[config.mk]
export PLATFORM = sky130hd
export DESIGN_NAME = t1_alarm_irq_status
export DESIGN_NICKNAME = d
export VERILOG_FILES = /design/src/rtl/t1_alarm_pkg.sv /design/src/rtl/t1_alarm_irq_status.sv
export SDC_FILE = /design/constraint.sdc
export NUM_CORES = 1
export LEC_CHECK = 0
export BUFFER_PORTS_ARGS = -buffer_cell sky130_fd_sc_hd__buf_2
export CORE_ASPECT_RATIO = 0.6
export CORE_UTILIZATION = 57
export CTS_CLUSTER_DIAMETER = 60
export DETAILED_ROUTE_END_ITERATION = 12
export GPL_TIMING_DRIVEN = 0
export PLACE_DENSITY_LB_ADDON = 0.1
export SKIP_LAST_GASP = 1
export SYNTH_ARGS = -nofsm -noshare
export SYNTH_HDL_FRONTEND = slang
export SYNTH_SLANG_ARGS = --single-unit
[constraint.sdc]
create_clock -name aclk -period 2.7 [get_ports aclk]
set_input_delay 0.405 -clock aclk [delete_from_list [all_inputs] [get_ports aclk]]
set_output_delay 0.405 -clock aclk [all_outputs]
set_load 0.1 [all_outputs]
[src/rtl/t1_alarm_pkg.sv]
// Register map, field positions and timing constants of the T1 receive alarm block.
// Assumes a 100 MHz aclk and a receive bit strobe at the T1 line rate.
package t1_alarm_pkg;

  // ----------------------------------------------------------------
  // Register byte offsets
  // ----------------------------------------------------------------
  localparam logic [7:0] OFF_BLOCK_IRQ_ENABLE       = 8'h00;
  localparam logic [7:0] OFF_ALARM_ERROR_IRQ_STATUS = 8'h04;
  localparam logic [7:0] OFF_ALARM_ERROR_IRQ_ENABLE = 8'h08;
  localparam logic [7:0] OFF_FRAME_LOSS_CFG         = 8'h0C;

  // ----------------------------------------------------------------
  // Field positions
  // ----------------------------------------------------------------
  localparam int SLIP_GROUP_BIT    = 2;
  localparam int ALARM_GROUP_BIT   = 1;
  localparam int FRAMER_GROUP_BIT  = 0;
  localparam int FRAME_LOSS_BIT    = 7;
  localparam int AIS_DEFECT_BIT    = 6;
  localparam int YELLOW_ALARM_BIT  = 5;
  localparam int SIGNAL_LOSS_BIT   = 4;
  localparam int CHG_LCV_BIT       = 3;
  localparam int CHG_FRAME_BIT     = 2;
  localparam int CHG_AIS_BIT       = 1;
  localparam int CHG_YELLOW_BIT    = 0;
  localparam int CHG_FLAGS_W       = 4;
  localparam int TOLERANCE_LSB     = 0;
  localparam int TOLERANCE_W       = 4;
  localparam int WINDOW_LSB        = 8;
  localparam int WINDOW_W          = 8;

  // ----------------------------------------------------------------
  // Reset values
  // ----------------------------------------------------------------
  localparam logic [2:0]             BLOCK_EN_RESET  = 3'h0;
  localparam logic [3:0]             SRC_EN_RESET    = 4'h0;
  localparam logic [TOLERANCE_W-1:0] TOLERANCE_RESET = 4'h2;
  localparam logic [WINDOW_W-1:0]    WINDOW_RESET    = 8'h05;

  // ----------------------------------------------------------------
  // Timing, counted in received line bits
  // ----------------------------------------------------------------
  localparam int LINE_RATE_HZ        = 1544000;
  localparam int AIS_PERSIST_MS      = 42;
  localparam int YELLOW_PERSIST_MS   = 900;
  localparam int AIS_PERSIST_BITS    = (LINE_RATE_HZ / 1000) * AIS_PERSIST_MS;
  localparam int YELLOW_PERSIST_BITS = (LINE_RATE_HZ / 1000) * YELLOW_PERSIST_MS;
  localparam int LOS_PERSIST_BITS    = 175;
  localparam int ONES_DENSITY_DIV    = 8;
  localparam int LOS_ONES_MIN        = (LOS_PERSIST_BITS + ONES_DENSITY_DIV - 1) / ONES_DENSITY_DIV;

  // ----------------------------------------------------------------
  // Bus answers
  // ----------------------------------------------------------------
  localparam logic [1:0] RESP_OKAY   = 2'h0;
  localparam logic [1:0] RESP_SLVERR = 2'h2;

endpackage

[src/rtl/t1_alarm_irq_status.sv]
// T1 receive defect tracking with group-gated interrupt output and AXI4-Lite registers.
// Assumes line inputs synchronous to aclk, one line_bit_en pulse per received bit.
`timescale 1ns/10ps

module t1_alarm_irq_status #(
  parameter int AIS_PERSIST_BITS    = t1_alarm_pkg::AIS_PERSIST_BITS,
  parameter int YELLOW_PERSIST_BITS = t1_alarm_pkg::YELLOW_PERSIST_BITS
) (
  input  wire logic        aclk,
  input  wire logic        aresetn,
  input  wire logic        ce,
  input  wire logic [7:0]  s_axi_awaddr,
  input  wire logic        s_axi_awvalid,
  output logic             s_axi_awready,
  input  wire logic [31:0] s_axi_wdata,
  input  wire logic [3:0]  s_axi_wstrb,
  input  wire logic        s_axi_wvalid,
  output logic             s_axi_wready,
  output logic [1:0]       s_axi_bresp,
  output logic             s_axi_bvalid,
  input  wire logic        s_axi_bready,
  input  wire logic [7:0]  s_axi_araddr,
  input  wire logic        s_axi_arvalid,
  output logic             s_axi_arready,
  output logic [31:0]      s_axi_rdata,
  output logic [1:0]       s_axi_rresp,
  output logic             s_axi_rvalid,
  input  wire logic        s_axi_rready,
  input  wire logic        line_bit_en,
  input  wire logic        line_bit,
  input  wire logic        framing_bit_check,
  input  wire logic        framing_bit_error,
  input  wire logic        ais_cond,
  input  wire logic        rai_cond,
  input  wire logic        los_cond,
  input  wire logic        lcv_event,
  input  wire logic        slip_irq_pending,
  input  wire logic        framer_irq_pending,
  output logic             irq
);

  localparam int AIS_W = $clog2(AIS_PERSIST_BITS + 1);
  localparam int YEL_W = $clog2(YELLOW_PERSIST_BITS + 1);
  localparam int LOS_W = $clog2(t1_alarm_pkg::LOS_PERSIST_BITS + 1);

  if (AIS_PERSIST_BITS < 2 || YELLOW_PERSIST_BITS < 2) begin : bad_param
    $error("persistence counts must be at least 2");
  end

  // ----------------------------------------------------------------
  // Register state
  // ----------------------------------------------------------------
  logic [2:0]                           block_irq_enable;
  logic [3:0]                           src_irq_enable;
  logic [t1_alarm_pkg::TOLERANCE_W-1:0] frame_error_tolerance;
  logic [t1_alarm_pkg::WINDOW_W-1:0]    frame_error_window;
  logic [t1_alarm_pkg::CHG_FLAGS_W-1:0] chg_flags;
  logic                                 frame_loss_flag;
  logic                                 ais_defect_flag;
  logic                                 yellow_alarm_flag;
  logic                                 signal_loss_flag;
  logic [2:0]                           defect_prev;
  logic                                 slip_group_irq_en;
  logic                                 alarm_group_irq_en;
  logic                                 framer_group_irq_en;
  logic [7:0]                           alarm_error_irq_status;

  assign slip_group_irq_en   = block_irq_enable[t1_alarm_pkg::SLIP_GROUP_BIT];
  assign alarm_group_irq_en  = block_irq_enable[t1_alarm_pkg::ALARM_GROUP_BIT];
  assign framer_group_irq_en = block_irq_enable[t1_alarm_pkg::FRAMER_GROUP_BIT];
  assign alarm_error_irq_status = {frame_loss_flag, ais_defect_flag, yellow_alarm_flag,
                                   signal_loss_flag, chg_flags};

  function automatic logic reg_hit(input logic [7:0] addr, input logic [7:0] offset);
    reg_hit = (addr[7:2] == offset[7:2]);
  endfunction

  function automatic logic mapped(input logic [7:0] addr);
    mapped = reg_hit(addr, t1_alarm_pkg::OFF_BLOCK_IRQ_ENABLE)
           | reg_hit(addr, t1_alarm_pkg::OFF_ALARM_ERROR_IRQ_STATUS)
           | reg_hit(addr, t1_alarm_pkg::OFF_ALARM_ERROR_IRQ_ENABLE)
           | reg_hit(addr, t1_alarm_pkg::OFF_FRAME_LOSS_CFG);
  endfunction

  // ----------------------------------------------------------------
  // AXI4-Lite write channel
  // ----------------------------------------------------------------
  logic        aw_held;
  logic        w_held;
  logic [7:0]  wr_addr;
  logic [31:0] wr_data;
  logic [3:0]  wr_strb;
  logic        do_write;

  assign s_axi_awready = ce && !aw_held && !s_axi_bvalid;
  assign s_axi_wready  = ce && !w_held && !s_axi_bvalid;
  assign do_write      = ce && aw_held && w_held && !s_axi_bvalid;

  always_ff @(posedge aclk)
  begin
    if (!aresetn)
    begin
      aw_held      <= 1'b0;
      w_held       <= 1'b0;
      wr_addr      <= 8'h00;
      wr_data      <= 32'h0000_0000;
      wr_strb      <= 4'h0;
      s_axi_bvalid <= 1'b0;
      s_axi_bresp  <= t1_alarm_pkg::RESP_OKAY;
    end
    else if (ce)
    begin
      if (s_axi_awvalid && s_axi_awready)
      begin
        aw_held <= 1'b1;
        wr_addr <= s_axi_awaddr;
      end
      if (s_axi_wvalid && s_axi_wready)
      begin
        w_held  <= 1'b1;
        wr_data <= s_axi_wdata;
        wr_strb <= s_axi_wstrb;
      end
      if (do_write)
      begin
        aw_held      <= 1'b0;
        w_held       <= 1'b0;
        s_axi_bvalid <= 1'b1;
        s_axi_bresp  <= mapped(wr_addr) ? t1_alarm_pkg::RESP_OKAY : t1_alarm_pkg::RESP_SLVERR;
      end
      else if (s_axi_bvalid && s_axi_bready)
        s_axi_bvalid <= 1'b0;
    end
  end

  // Only the low byte lane carries register bits, except the frame loss window in byte lane 1
  logic byte0_write;
  assign byte0_write = do_write && wr_strb[0];

  always_ff @(posedge aclk)
  begin
    if (!aresetn)
      block_irq_enable <= t1_alarm_pkg::BLOCK_EN_RESET;
    else if (ce && byte0_write && reg_hit(wr_addr, t1_alarm_pkg::OFF_BLOCK_IRQ_ENABLE))
      block_irq_enable <= wr_data[2:0];
  end

  always_ff @(posedge aclk)
  begin
    if (!aresetn)
      src_irq_enable <= t1_alarm_pkg::SRC_EN_RESET;
    else if (ce && byte0_write && reg_hit(wr_addr, t1_alarm_pkg::OFF_ALARM_ERROR_IRQ_ENABLE))
      src_irq_enable <= wr_data[3:0];
  end

  always_ff @(posedge aclk)
  begin
    if (!aresetn)
    begin
      frame_error_tolerance <= t1_alarm_pkg::TOLERANCE_RESET;
      frame_error_window    <= t1_alarm_pkg::WINDOW_RESET;
    end
    else if (ce && do_write && reg_hit(wr_addr, t1_alarm_pkg::OFF_FRAME_LOSS_CFG))
    begin
      if (wr_strb[0])
        frame_error_tolerance <= wr_data[t1_alarm_pkg::TOLERANCE_LSB +: t1_alarm_pkg::TOLERANCE_W];
      if (wr_strb[1])
        frame_error_window <= wr_data[t1_alarm_pkg::WINDOW_LSB +: t1_alarm_pkg::WINDOW_W];
    end
  end

  // ----------------------------------------------------------------
  // AXI4-Lite read channel
  // ----------------------------------------------------------------
  logic ar_fire;
  logic status_read;

  assign s_axi_arready = ce && !s_axi_rvalid;
  assign ar_fire       = s_axi_arvalid && s_axi_arready;
  assign status_read   = ar_fire && reg_hit(s_axi_araddr, t1_alarm_pkg::OFF_ALARM_ERROR_IRQ_STATUS);

  always_ff @(posedge aclk)
  begin
    if (!aresetn)
    begin
      s_axi_rvalid <= 1'b0;
      s_axi_rdata  <= 32'h0000_0000;
      s_axi_rresp  <= t1_alarm_pkg::RESP_OKAY;
    end
    else if (ce)
    begin
      if (ar_fire)
      begin
        s_axi_rvalid <= 1'b1;
        s_axi_rresp  <= t1_alarm_pkg::RESP_OKAY;
        s_axi_rdata  <= 32'h0000_0000;
        if (reg_hit(s_axi_araddr, t1_alarm_pkg::OFF_BLOCK_IRQ_ENABLE))
          s_axi_rdata[2:0] <= block_irq_enable;
        else if (reg_hit(s_axi_araddr, t1_alarm_pkg::OFF_ALARM_ERROR_IRQ_STATUS))
          s_axi_rdata[7:0] <= alarm_error_irq_status;
        else if (reg_hit(s_axi_araddr, t1_alarm_pkg::OFF_ALARM_ERROR_IRQ_ENABLE))
          s_axi_rdata[3:0] <= src_irq_enable;
        else if (reg_hit(s_axi_araddr, t1_alarm_pkg::OFF_FRAME_LOSS_CFG))
        begin
          s_axi_rdata[t1_alarm_pkg::TOLERANCE_LSB +: t1_alarm_pkg::TOLERANCE_W] <=
            frame_error_tolerance;
          s_axi_rdata[t1_alarm_pkg::WINDOW_LSB +: t1_alarm_pkg::WINDOW_W] <= frame_error_window;
        end
        else
          s_axi_rresp <= t1_alarm_pkg::RESP_SLVERR;
      end
      else if (s_axi_rready)
        s_axi_rvalid <= 1'b0;
    end
  end

  // ----------------------------------------------------------------
  // Loss of frame monitor
  // ----------------------------------------------------------------
  logic [t1_alarm_pkg::WINDOW_W-1:0]    lof_win_cnt;
  logic [t1_alarm_pkg::TOLERANCE_W-1:0] lof_err_cnt;
  logic                                 lof_win_end;
  logic [t1_alarm_pkg::TOLERANCE_W-1:0] lof_err_next;

  assign lof_win_end  = framing_bit_check && (lof_win_cnt + 8'h01 >= frame_error_window);
  assign lof_err_next = lof_err_cnt + {3'h0, framing_bit_error};

  always_ff @(posedge aclk)
  begin
    if (!aresetn)
    begin
      lof_win_cnt     <= '0;
      lof_err_cnt     <= '0;
      frame_loss_flag <= 1'b0;
    end
    else if (ce && framing_bit_check)
    begin
      lof_win_cnt <= lof_win_end ? '0 : lof_win_cnt + 8'h01;
      lof_err_cnt <= lof_win_end ? '0 : lof_err_next;
      if (framing_bit_error && lof_err_next >= frame_error_tolerance)
        frame_loss_flag <= 1'b1;
      // A clean window ends the loss of frame
      else if (lof_win_end && lof_err_next == '0)
        frame_loss_flag <= 1'b0;
    end
  end

  // ----------------------------------------------------------------
  // AIS and yellow persistence timers
  // ----------------------------------------------------------------
  logic [AIS_W-1:0] ais_cnt;
  logic [YEL_W-1:0] yel_cnt;

  always_ff @(posedge aclk)
  begin
    if (!aresetn)
    begin
      ais_cnt         <= '0;
      ais_defect_flag <= 1'b0;
    end
    else if (ce)
    begin
      if (ais_cond == ais_defect_flag)
        ais_cnt <= '0;
      else if (line_bit_en)
      begin
        if (ais_cnt == AIS_W'(AIS_PERSIST_BITS - 1))
        begin
          ais_cnt         <= '0;
          ais_defect_flag <= ais_cond;
        end
        else
          ais_cnt <= ais_cnt + 1'b1;
      end
    end
  end

  always_ff @(posedge aclk)
  begin
    if (!aresetn)
    begin
      yel_cnt           <= '0;
      yellow_alarm_flag <= 1'b0;
    end
    else if (ce)
    begin
      if (!rai_cond)
      begin
        yel_cnt           <= '0;
        yellow_alarm_flag <= 1'b0;
      end
      else if (!yellow_alarm_flag && line_bit_en)
      begin
        if (yel_cnt == YEL_W'(YELLOW_PERSIST_BITS - 1))
          yellow_alarm_flag <= 1'b1;
        else
          yel_cnt <= yel_cnt + 1'b1;
      end
    end
  end

  // ----------------------------------------------------------------
  // Loss of signal
  // ----------------------------------------------------------------
  logic [LOS_W-1:0] los_run;
  logic [LOS_W-1:0] dens_cnt;
  logic [LOS_W-1:0] ones_cnt;
  logic [LOS_W-1:0] ones_next;
  logic             dens_end;

  assign ones_next = ones_cnt + {{(LOS_W-1){1'b0}}, line_bit};
  assign dens_end  = dens_cnt == LOS_W'(t1_alarm_pkg::LOS_PERSIST_BITS - 1);

  always_ff @(posedge aclk)
  begin
    if (!aresetn)
    begin
      los_run          <= '0;
      dens_cnt         <= '0;
      ones_cnt         <= '0;
      signal_loss_flag <= 1'b0;
    end
    else if (ce)
    begin
      if (!los_cond)
      begin
        los_run          <= '0;
        dens_cnt         <= '0;
        ones_cnt         <= '0;
        signal_loss_flag <= 1'b0;
      end
      else if (line_bit_en && !signal_loss_flag)
      begin
        if (los_run == LOS_W'(t1_alarm_pkg::LOS_PERSIST_BITS - 1))
          signal_loss_flag <= 1'b1;
        else
          los_run <= los_run + 1'b1;
      end
      // Window aligned to LOS start, so earlier ones cannot cut the run
      if (line_bit_en && los_cond)
      begin
        dens_cnt <= dens_end ? '0 : dens_cnt + 1'b1;
        ones_cnt <= dens_end ? '0 : ones_next;
        if (dens_end && ones_next >= LOS_W'(t1_alarm_pkg::LOS_ONES_MIN))
        begin
          signal_loss_flag <= 1'b0;
          los_run          <= '0;
        end
      end
    end
  end

  // ----------------------------------------------------------------
  // Change flags and interrupt output
  // ----------------------------------------------------------------
  logic [3:0] chg_set;
  logic [3:0] chg_clr;

  assign chg_set = {lcv_event,
                    defect_prev ^ {frame_loss_flag, ais_defect_flag, yellow_alarm_flag}};
  assign chg_clr = status_read ? 4'hF :
                   (byte0_write && reg_hit(wr_addr, t1_alarm_pkg::OFF_ALARM_ERROR_IRQ_STATUS))
                   ? wr_data[3:0] : 4'h0;

  // both edges set, read clears, set wins
  always_ff @(posedge aclk)
  begin
    if (!aresetn)
    begin
      defect_prev <= 3'h0;
      chg_flags   <= '0;
    end
    else if (ce)
    begin
      defect_prev <= {frame_loss_flag, ais_defect_flag, yellow_alarm_flag};
      chg_flags   <= (chg_flags & ~chg_clr) | chg_set;
    end
  end

  logic alarm_pending;
  assign alarm_pending = |(chg_flags & src_irq_enable);

  always_ff @(posedge aclk)
  begin
    if (!aresetn)
      irq <= 1'b0;
    else if (ce)
      irq <= (slip_group_irq_en && slip_irq_pending)
           | (alarm_group_irq_en && alarm_pending)
           | (framer_group_irq_en && framer_irq_pending);
  end
endmodule // t1_alarm_irq_status

==> results of run 1 <==
## worst paths after layout
| path | startpoint | end | slack [ns] | cells after the start |
|---|---|---|---|---|
| max | lof_win_cnt[0] | lof_err_cnt[3] | 0.07 | 10 |
| min | s_axi_wdata[8] | wr_data[8] | 0.21 | 3 |
| max reg2reg | lof_win_cnt[0] | lof_err_cnt[3] | 0.07 | 10 |
| min reg2reg | wr_strb[1] | wr_strb[1] | 0.46 | 2 |
## repair_timing
item | CTS | global route
pin swaps | 0 | 4
endpoints found under the setup margin | 11 | 10
gates resized for setup | 6 | 4
cloned | 0 | 0
buffers inserted | 0 | 2
## flip-flops by register name (all words and copies together) (netlist names), 2 cells and up
name	count
wr_addr	6
wr_strb	2
yel_cnt	21
chg_flags	4
wr_data	12
lof_err_cnt	4
s_axi_rdata	16
lof_win_cnt	8
defect_prev	3
frame_error_tolerance	4
ones_cnt	8
frame_error_window	8
ais_cnt	16
los_run	8
src_irq_enable	4
dens_cnt	8
block_irq_enable	3
## final cells by class
| cell class | instances | area [µm²] | area share (%) |
|---|---|---|---|
| multi-input cells | 604 | 3730 | 45.8 |
| flip-flops and latches | 146 | 2920 | 35.9 |
| clock buffers | 17 | 425 | 5.22 |
| repair buffers | 66 | 335 | 4.12 |
| plain buffers | 50 | 277 | 3.39 |
| well taps | 160 | 200 | 2.46 |
| clock inverters | 15 | 164 | 2.01 |
| inverters | 24 | 90.1 | 1.11 |
## power by group
part,internal [µW],switching (µW)
Sequential,2180,28.8
Combinational,115,346
Clock,1310,1050
Total,3610,1420
## cell usage in the layout (no fill, tap or decap), drive strengths merged, types with 23 or more instances in the layout
| master | instances |
|---|---|
| xor2 | 23 |
| clkbuf | 40 |
| nand2 | 88 |
| buf | 93 |
| nand3 | 36 |
| o21ai | 29 |
| mux2i | 24 |
| dfxtp | 146 |
| a21oi | 50 |
| nor2 | 122 |
| ha | 23 |
| inv | 32 |
## metrics by stage
| stage | total power (µW) | std cells | worst slack (ns) | utilization, % | hold WS [ns] |
|---|---|---|---|---|---|
| 4_1_cts | 5030 | 1080 | 0.0298 | 70.4 | 0.202 |
| 3_3_place_gp | 2690 | 1048 | -0.178 | 65.0 | 0.449 |
| 3_5_place_dp | 2710 | 1048 | -0.269 | 65.0 | 0.449 |
| 2_1_floorplan | 2600 | 824 | 0.204 | - | 0.432 |
| 6_report | 5030 | 1082 | 0.0661 | 70.7 | 0.207 |
| 5_1_grt | 5180 | 1082 | -0.0346 | 70.7 | 0.211 |
## cells by family after synthesis
logic type	count (synthesis)
compound gates	155
xor+xnor	43
fa+ha+maj	23
buf+inv	74
flops	146
mux	29
other cells	1
simple gates	336
## tightest hold or removal path, cell delays in order
cell	delay, ns
buf_2	0.09
nand2_1	0.04
a21oi_1	0.05
## routing by layer
metal | wire length (µm) | GRT usage [%]
met1 | 8930 | 45.1
met2 | 7920 | 46.0
met3 | 1750 | 8.08
met4 | 216 | 8.32
met5 | 0 | 0
==> flow_summary.json, run 1 <==
{
  "outcome": "finished clean",
  "syn_to_final_growth_pct": 18.2,
  "ctsHoldBuffers": 0,
  "critPathTopFamily": "compound AO/OA/AOI/OAI gates",
  "slew_headroom_pct": 41.5,
  "routedWlPerCell_um": 17.4,
  "finClkSkew_ns": 0.0112,
  "numPortBuffers": 64,
  "yosysTopAreaCell": "dfxtp_1",
  "clkSinkCount": 146,
  "synth.area.mux_share_pct": 4.79,
  "cp.buffers_inverters": 1,
  "drtAntennaViolNets": 0,
  "cp.required_ns": 3.07,
  "numCtsBuffers": 17,
  "first_pass_iters": 5,
  "tns_ns": 0,
  "fill_cells": 938,
  "grt_pass1_vias": 5914,
  "arrival_ns": 3.00,
  "synthXorXnorAreaFrac_pct": 5.46,
  "io_pins": 112,
  "yosysSeqAreaShare_pct": 42.4,
  "start_util_pct": 59.8,
  "wirelength_um": 18800,
  "vias_per_cell": 5.93,
  "fin_area_um2": 8150,
  "slowest_stage": "dfxtp_2",
  "yosysUniqueCellTypes": 72,
  "synth_compound_area_share_pct": 14.9,
  "power.leakage_uw": 0.00323,
  "drv_cap": 0,
  "synth_area_um2": 6890,
  "synth_fa_ha_area_share_pct": 4.18,
  "core_area_um2": 11500,
  "synth_top_family_by_area": "simple AND/OR/NAND/NOR gates",
  "ys_top_cells_by_count": "146 x dfxtp_1, 121 x nor2_1, 87 x nand2_1",
  "path_clk_slew_ns": 0.07,
  "htreeDepth": 4,
  "fin_crit_sh_pct": 97.6,
  "cts_buffer_depth": 2,
  "yosysTopAreaCellShare_pct": 42.4,
  "grt_max_degree": 17,
  "rows": 30,
  "yosysWarningCount": 0,
  "hold_violations": 0,
  "place_area_um2": 7490,
  "critPathMaxFanout": 10,
  "drive_gt1_share_pct": 16.9,
  "cp_common_cell": "ha_1",
  "synth-main-ff-cell": "dfxtp_1",
  "yosysMostFrequentCell": "dfxtp_1",
  "synth-seq-cells": 146,
  "cts_tree": "built",
  "gr-total-overflow": 0,
  "synth.avg_cell_area_um2": 8.54,
  "clock.fmax_mhz": 380,
  "hold_path.class": "in2reg",
  "die_area_um2": 12500,
  "hpwl_um": 13900,
  "start_kind": "flip-flop",
  "ir_worst_vdd_v": 0.000488,
  "tightest_slew_ns": 0.869,
  "grtUsageTotal_pct": 31.3,
  "post-route-min-period_ns": 2.63,
  "antenna_found_initial": 0,
  "setup.worst_path.end_class": "flip-flop",
  "grt_pass1_wl_um": 29800,
  "async_flop_share_pct": 0,
  "worstPathCellList": "ha_1 -> nand3_1 -> nor2_2 -> xor2_1 -> ha_1 -> o2111a_1 -> a221oi_4 -> nor3b_4 -> buf_4 -> a22o_1",
  "pwr_density_cell_nw_per_um2": 618,
  "slew_viol_final": 0,
  "die_h_um": 87.2,
  "place.gp.congestion": 0.917,
  "drc": 0,
  "clk_latency_ns": 0.43,
  "yosys-top-cells-area": "dfxtp_1 42%, nor2_1 6.6%, nand2_1 4.7%",
  "n_antenna_cell": 0,
  "final_net_count": 1002,
  "worstSetupPathType": "reg2reg",
  "first_iter_violations": 633,
  "root_buffer": "clkbuf_16",
  "routed-via-count": 6416,
  "synthSimpleGateAreaFrac_pct": 22.9,
  "die_w_um": 144,
  "synth-edff-count": 0,
  "crit_path_max_incr_delay_ns": 0.38,
  "finalSetupViolCount": 0,
  "syn_inst": 807
}
(Power assumes the default switching activity.)
==> run 2: changes to the inputs <==
- CORE_UTILIZATION: 57 -> 40
- SETUP_SLACK_MARGIN: unset -> 0.02
- clock period: 2.7 -> 3 ns (I/O delays scaled with it)
==> run 2 against run 1 <==
Net effect:
- critical path type unchanged
- final cell count is 6.1% higher
- critical endpoint is now lof_win_cnt[3]
- utilization shrank 21 points
- sequential share of layout area hardly changed
- setup slack gained 0.19 ns
- sequential cell count stayed put
- clock power down 14%
- die area is 42% higher
- combinational power down 11%
- routed wire length fell by 4.5%
==> flow_summary.json, run 2 (same netlist as run 1, synthesis figures left out) <==
{
  "fin_area_um2": 8150,
  "hpwl_um": 13500,
  "final_common_cell": "dfxtp_1",
  "finClkSkew_ns": 0.0126,
  "place.gp.congestion": 0.872,
  "clock.fmax_mhz": 364,
  "final_net_count": 1000,
  "grt_max_degree": 17,
  "io_pins": 112,
  "first_pass_iters": 5,
  "top_register": "yel_cnt",
  "place_area_um2": 7570,
  "ir_worst_vdd_v": 0.000331,
  "die_h_um": 104,
  "routedWlPerCell_um": 15.7,
  "numPortBuffers": 64,
  "routed-via-count": 6066,
  "r2r_cells": 10,
  "cp.buffers_inverters": 1,
  "numCtsBuffers": 17,
  "ctsHoldBuffers": 0,
  "path_clk_slew_ns": 0.07,
  "drc": 0,
  "rsz0062_at_grt": "false",
  "crit_start": "lof_win_cnt[0]",
  "worstSetupPathType": "reg2reg",
  "first_iter_violations": 533,
  "drv_cap": 0,
  "die_w_um": 171,
  "placed_cells": 1116,
  "start_util_pct": 41.7,
  "clk_latency_ns": 0.42,
  "clkSinkCount": 146,
  "rows": 36,
  "start_kind": "flip-flop",
  "antenna_found_initial": 0,
  "fin_cells": 1148,
  "worstPathCellList": "and3_1 -> nand3_1 -> nor2_1 -> xor2_2 -> ha_1 -> o2111a_1 -> a221oi_2 -> nor3b_2 -> buf_2 -> a22o_1",
  "r2r-start": "lof_win_cnt[0]",
  "grtUsageTotal_pct": 21.1,
  "utilization_pct": 49.3,
  "post-route-min-period_ns": 2.75,
  "largest_register_ff_count": 21,
  "tns_ns": 0,
  "slowest_stage": "dfxtp_1",
  "postCtsResizedCells": 0,
  "outcome": "finished clean",
  "wirelength_um": 18000,
  "power.leakage_uw": 0.00321,
  "fin_crit_sh_pct": 91.6,
  "hold_violations": 0,
  "comb_power_share_pct": 9.2,
  "tightest_slew_ns": 0.800,
  "cp.required_ns": 3.37,
  "crit_path_max_incr_delay_ns": 0.42,
  "n_antenna_cell": 0,
  "critPathMaxFanout": 10,
  "critPathCapture": "lof_win_cnt[3]",
  "drtAntennaViolNets": 0,
  "arrival_ns": 3.11,
  "r2r_end": "lof_win_cnt[3]",
  "finalSetupViolCount": 0,
  "internal_power_uw": 3170,
  "core_area_um2": 16500,
  "largest_registers": "yel_cnt (21), ais_cnt (16), s_axi_rdata (16)",
  "swShare_pct": 28.6,
  "slew_headroom_pct": 46.7,
  "drive_gt1_share_pct": 16.3,
  "grt_pass1_wl_um": 29200,
  "mostFrequentLayoutCells": "146 x dfxtp_1, 119 x nor2_1, 87 x nand2_1",
  "root_buffer": "clkbuf_16",
  "cts_tree": "built",
  "pwr-share-clk_pct": 46.0,
  "pwr_density_cell_nw_per_um2": 545,
  "die_area_um2": 17800,
  "setup.worst_path.end_class": "flip-flop",
  "cts_buffer_depth": 2,
  "hold_path.class": "in2reg",
  "vias_per_cell": 5.28,
  "p_sw_uw": 1270,
  "p_seq_share_pct": 44.8,
  "critPathTopFamily": "simple AND/OR/NAND/NOR gates",
  "finalPower_uw": 4440,
  "htreeDepth": 4,
  "r2r_slack_ns": 0.25,
  "path_depth": 10,
  "post_cts_buffers": 0,
  "gr-total-overflow": 0,
  "slew_viol_final": 0,
  "grt_pass1_vias": 5469,
  "syn_to_final_growth_pct": 18.2
}
-- run 2: cell type report --
class	instances	area [µm²]
inverters	24	90.1
clock inverters	15	136
plain buffers	50	274
fillers	1627	8380
clock buffers	17	425
multi-input cells	604	3690
repair buffers	64	320
flip-flops and latches	146	2920
well taps	228	285
-- run 2: worst min path at each step --
stage                     slack [ns]       startpoint          end  depth (start not counted)
final                           0.26  s_axi_wdata[10]  wr_data[10]                          3
after global routing            0.26  s_axi_wdata[10]  wr_data[10]                          3
after CTS                       0.25  s_axi_wdata[10]  wr_data[10]                          3
after detailed placement        0.45       wr_strb[1]   wr_strb[1]                          2
after global placement          0.45      wr_data[10]  wr_data[10]                          2
after floorplan                 0.43       wr_strb[1]   wr_strb[1]                          2
-- run 2: metal layers --
layer  up-vias  global-route usage [%]  share of wire (%)
li1       3017                       -                  -
met1      2836                    33.2                 53
met2       192                    28.3                 40
met3        21                    4.51                6.6
met4         0                    5.36                1.0
met5         -                       0                  0
-- run 2: through the flow --
step | setup WS, ns | hold WS [ns]
2_1_floorplan | 0.256 | 0.432
3_3_place_gp | 0.156 | 0.447
3_5_place_dp | 0.142 | 0.448
4_1_cts | 0.101 | 0.248
5_1_grt | 0.0522 | 0.256
6_report | 0.253 | 0.261
-- run 2: tightest hold or removal path, cell delays in order --
cell     delay (ns)
buf_2          0.10
nand2_1        0.05
a21oi_1        0.05
-- run 2: power groups by stage --
stage	logic, µW	registers, µW	clock network (µW)
finish	408	1990	2040
global route	439	1990	2180
CTS	406	1990	2080
detailed placement	405	2030	0
global placement	399	2030	0
floorplan	288	2050	0
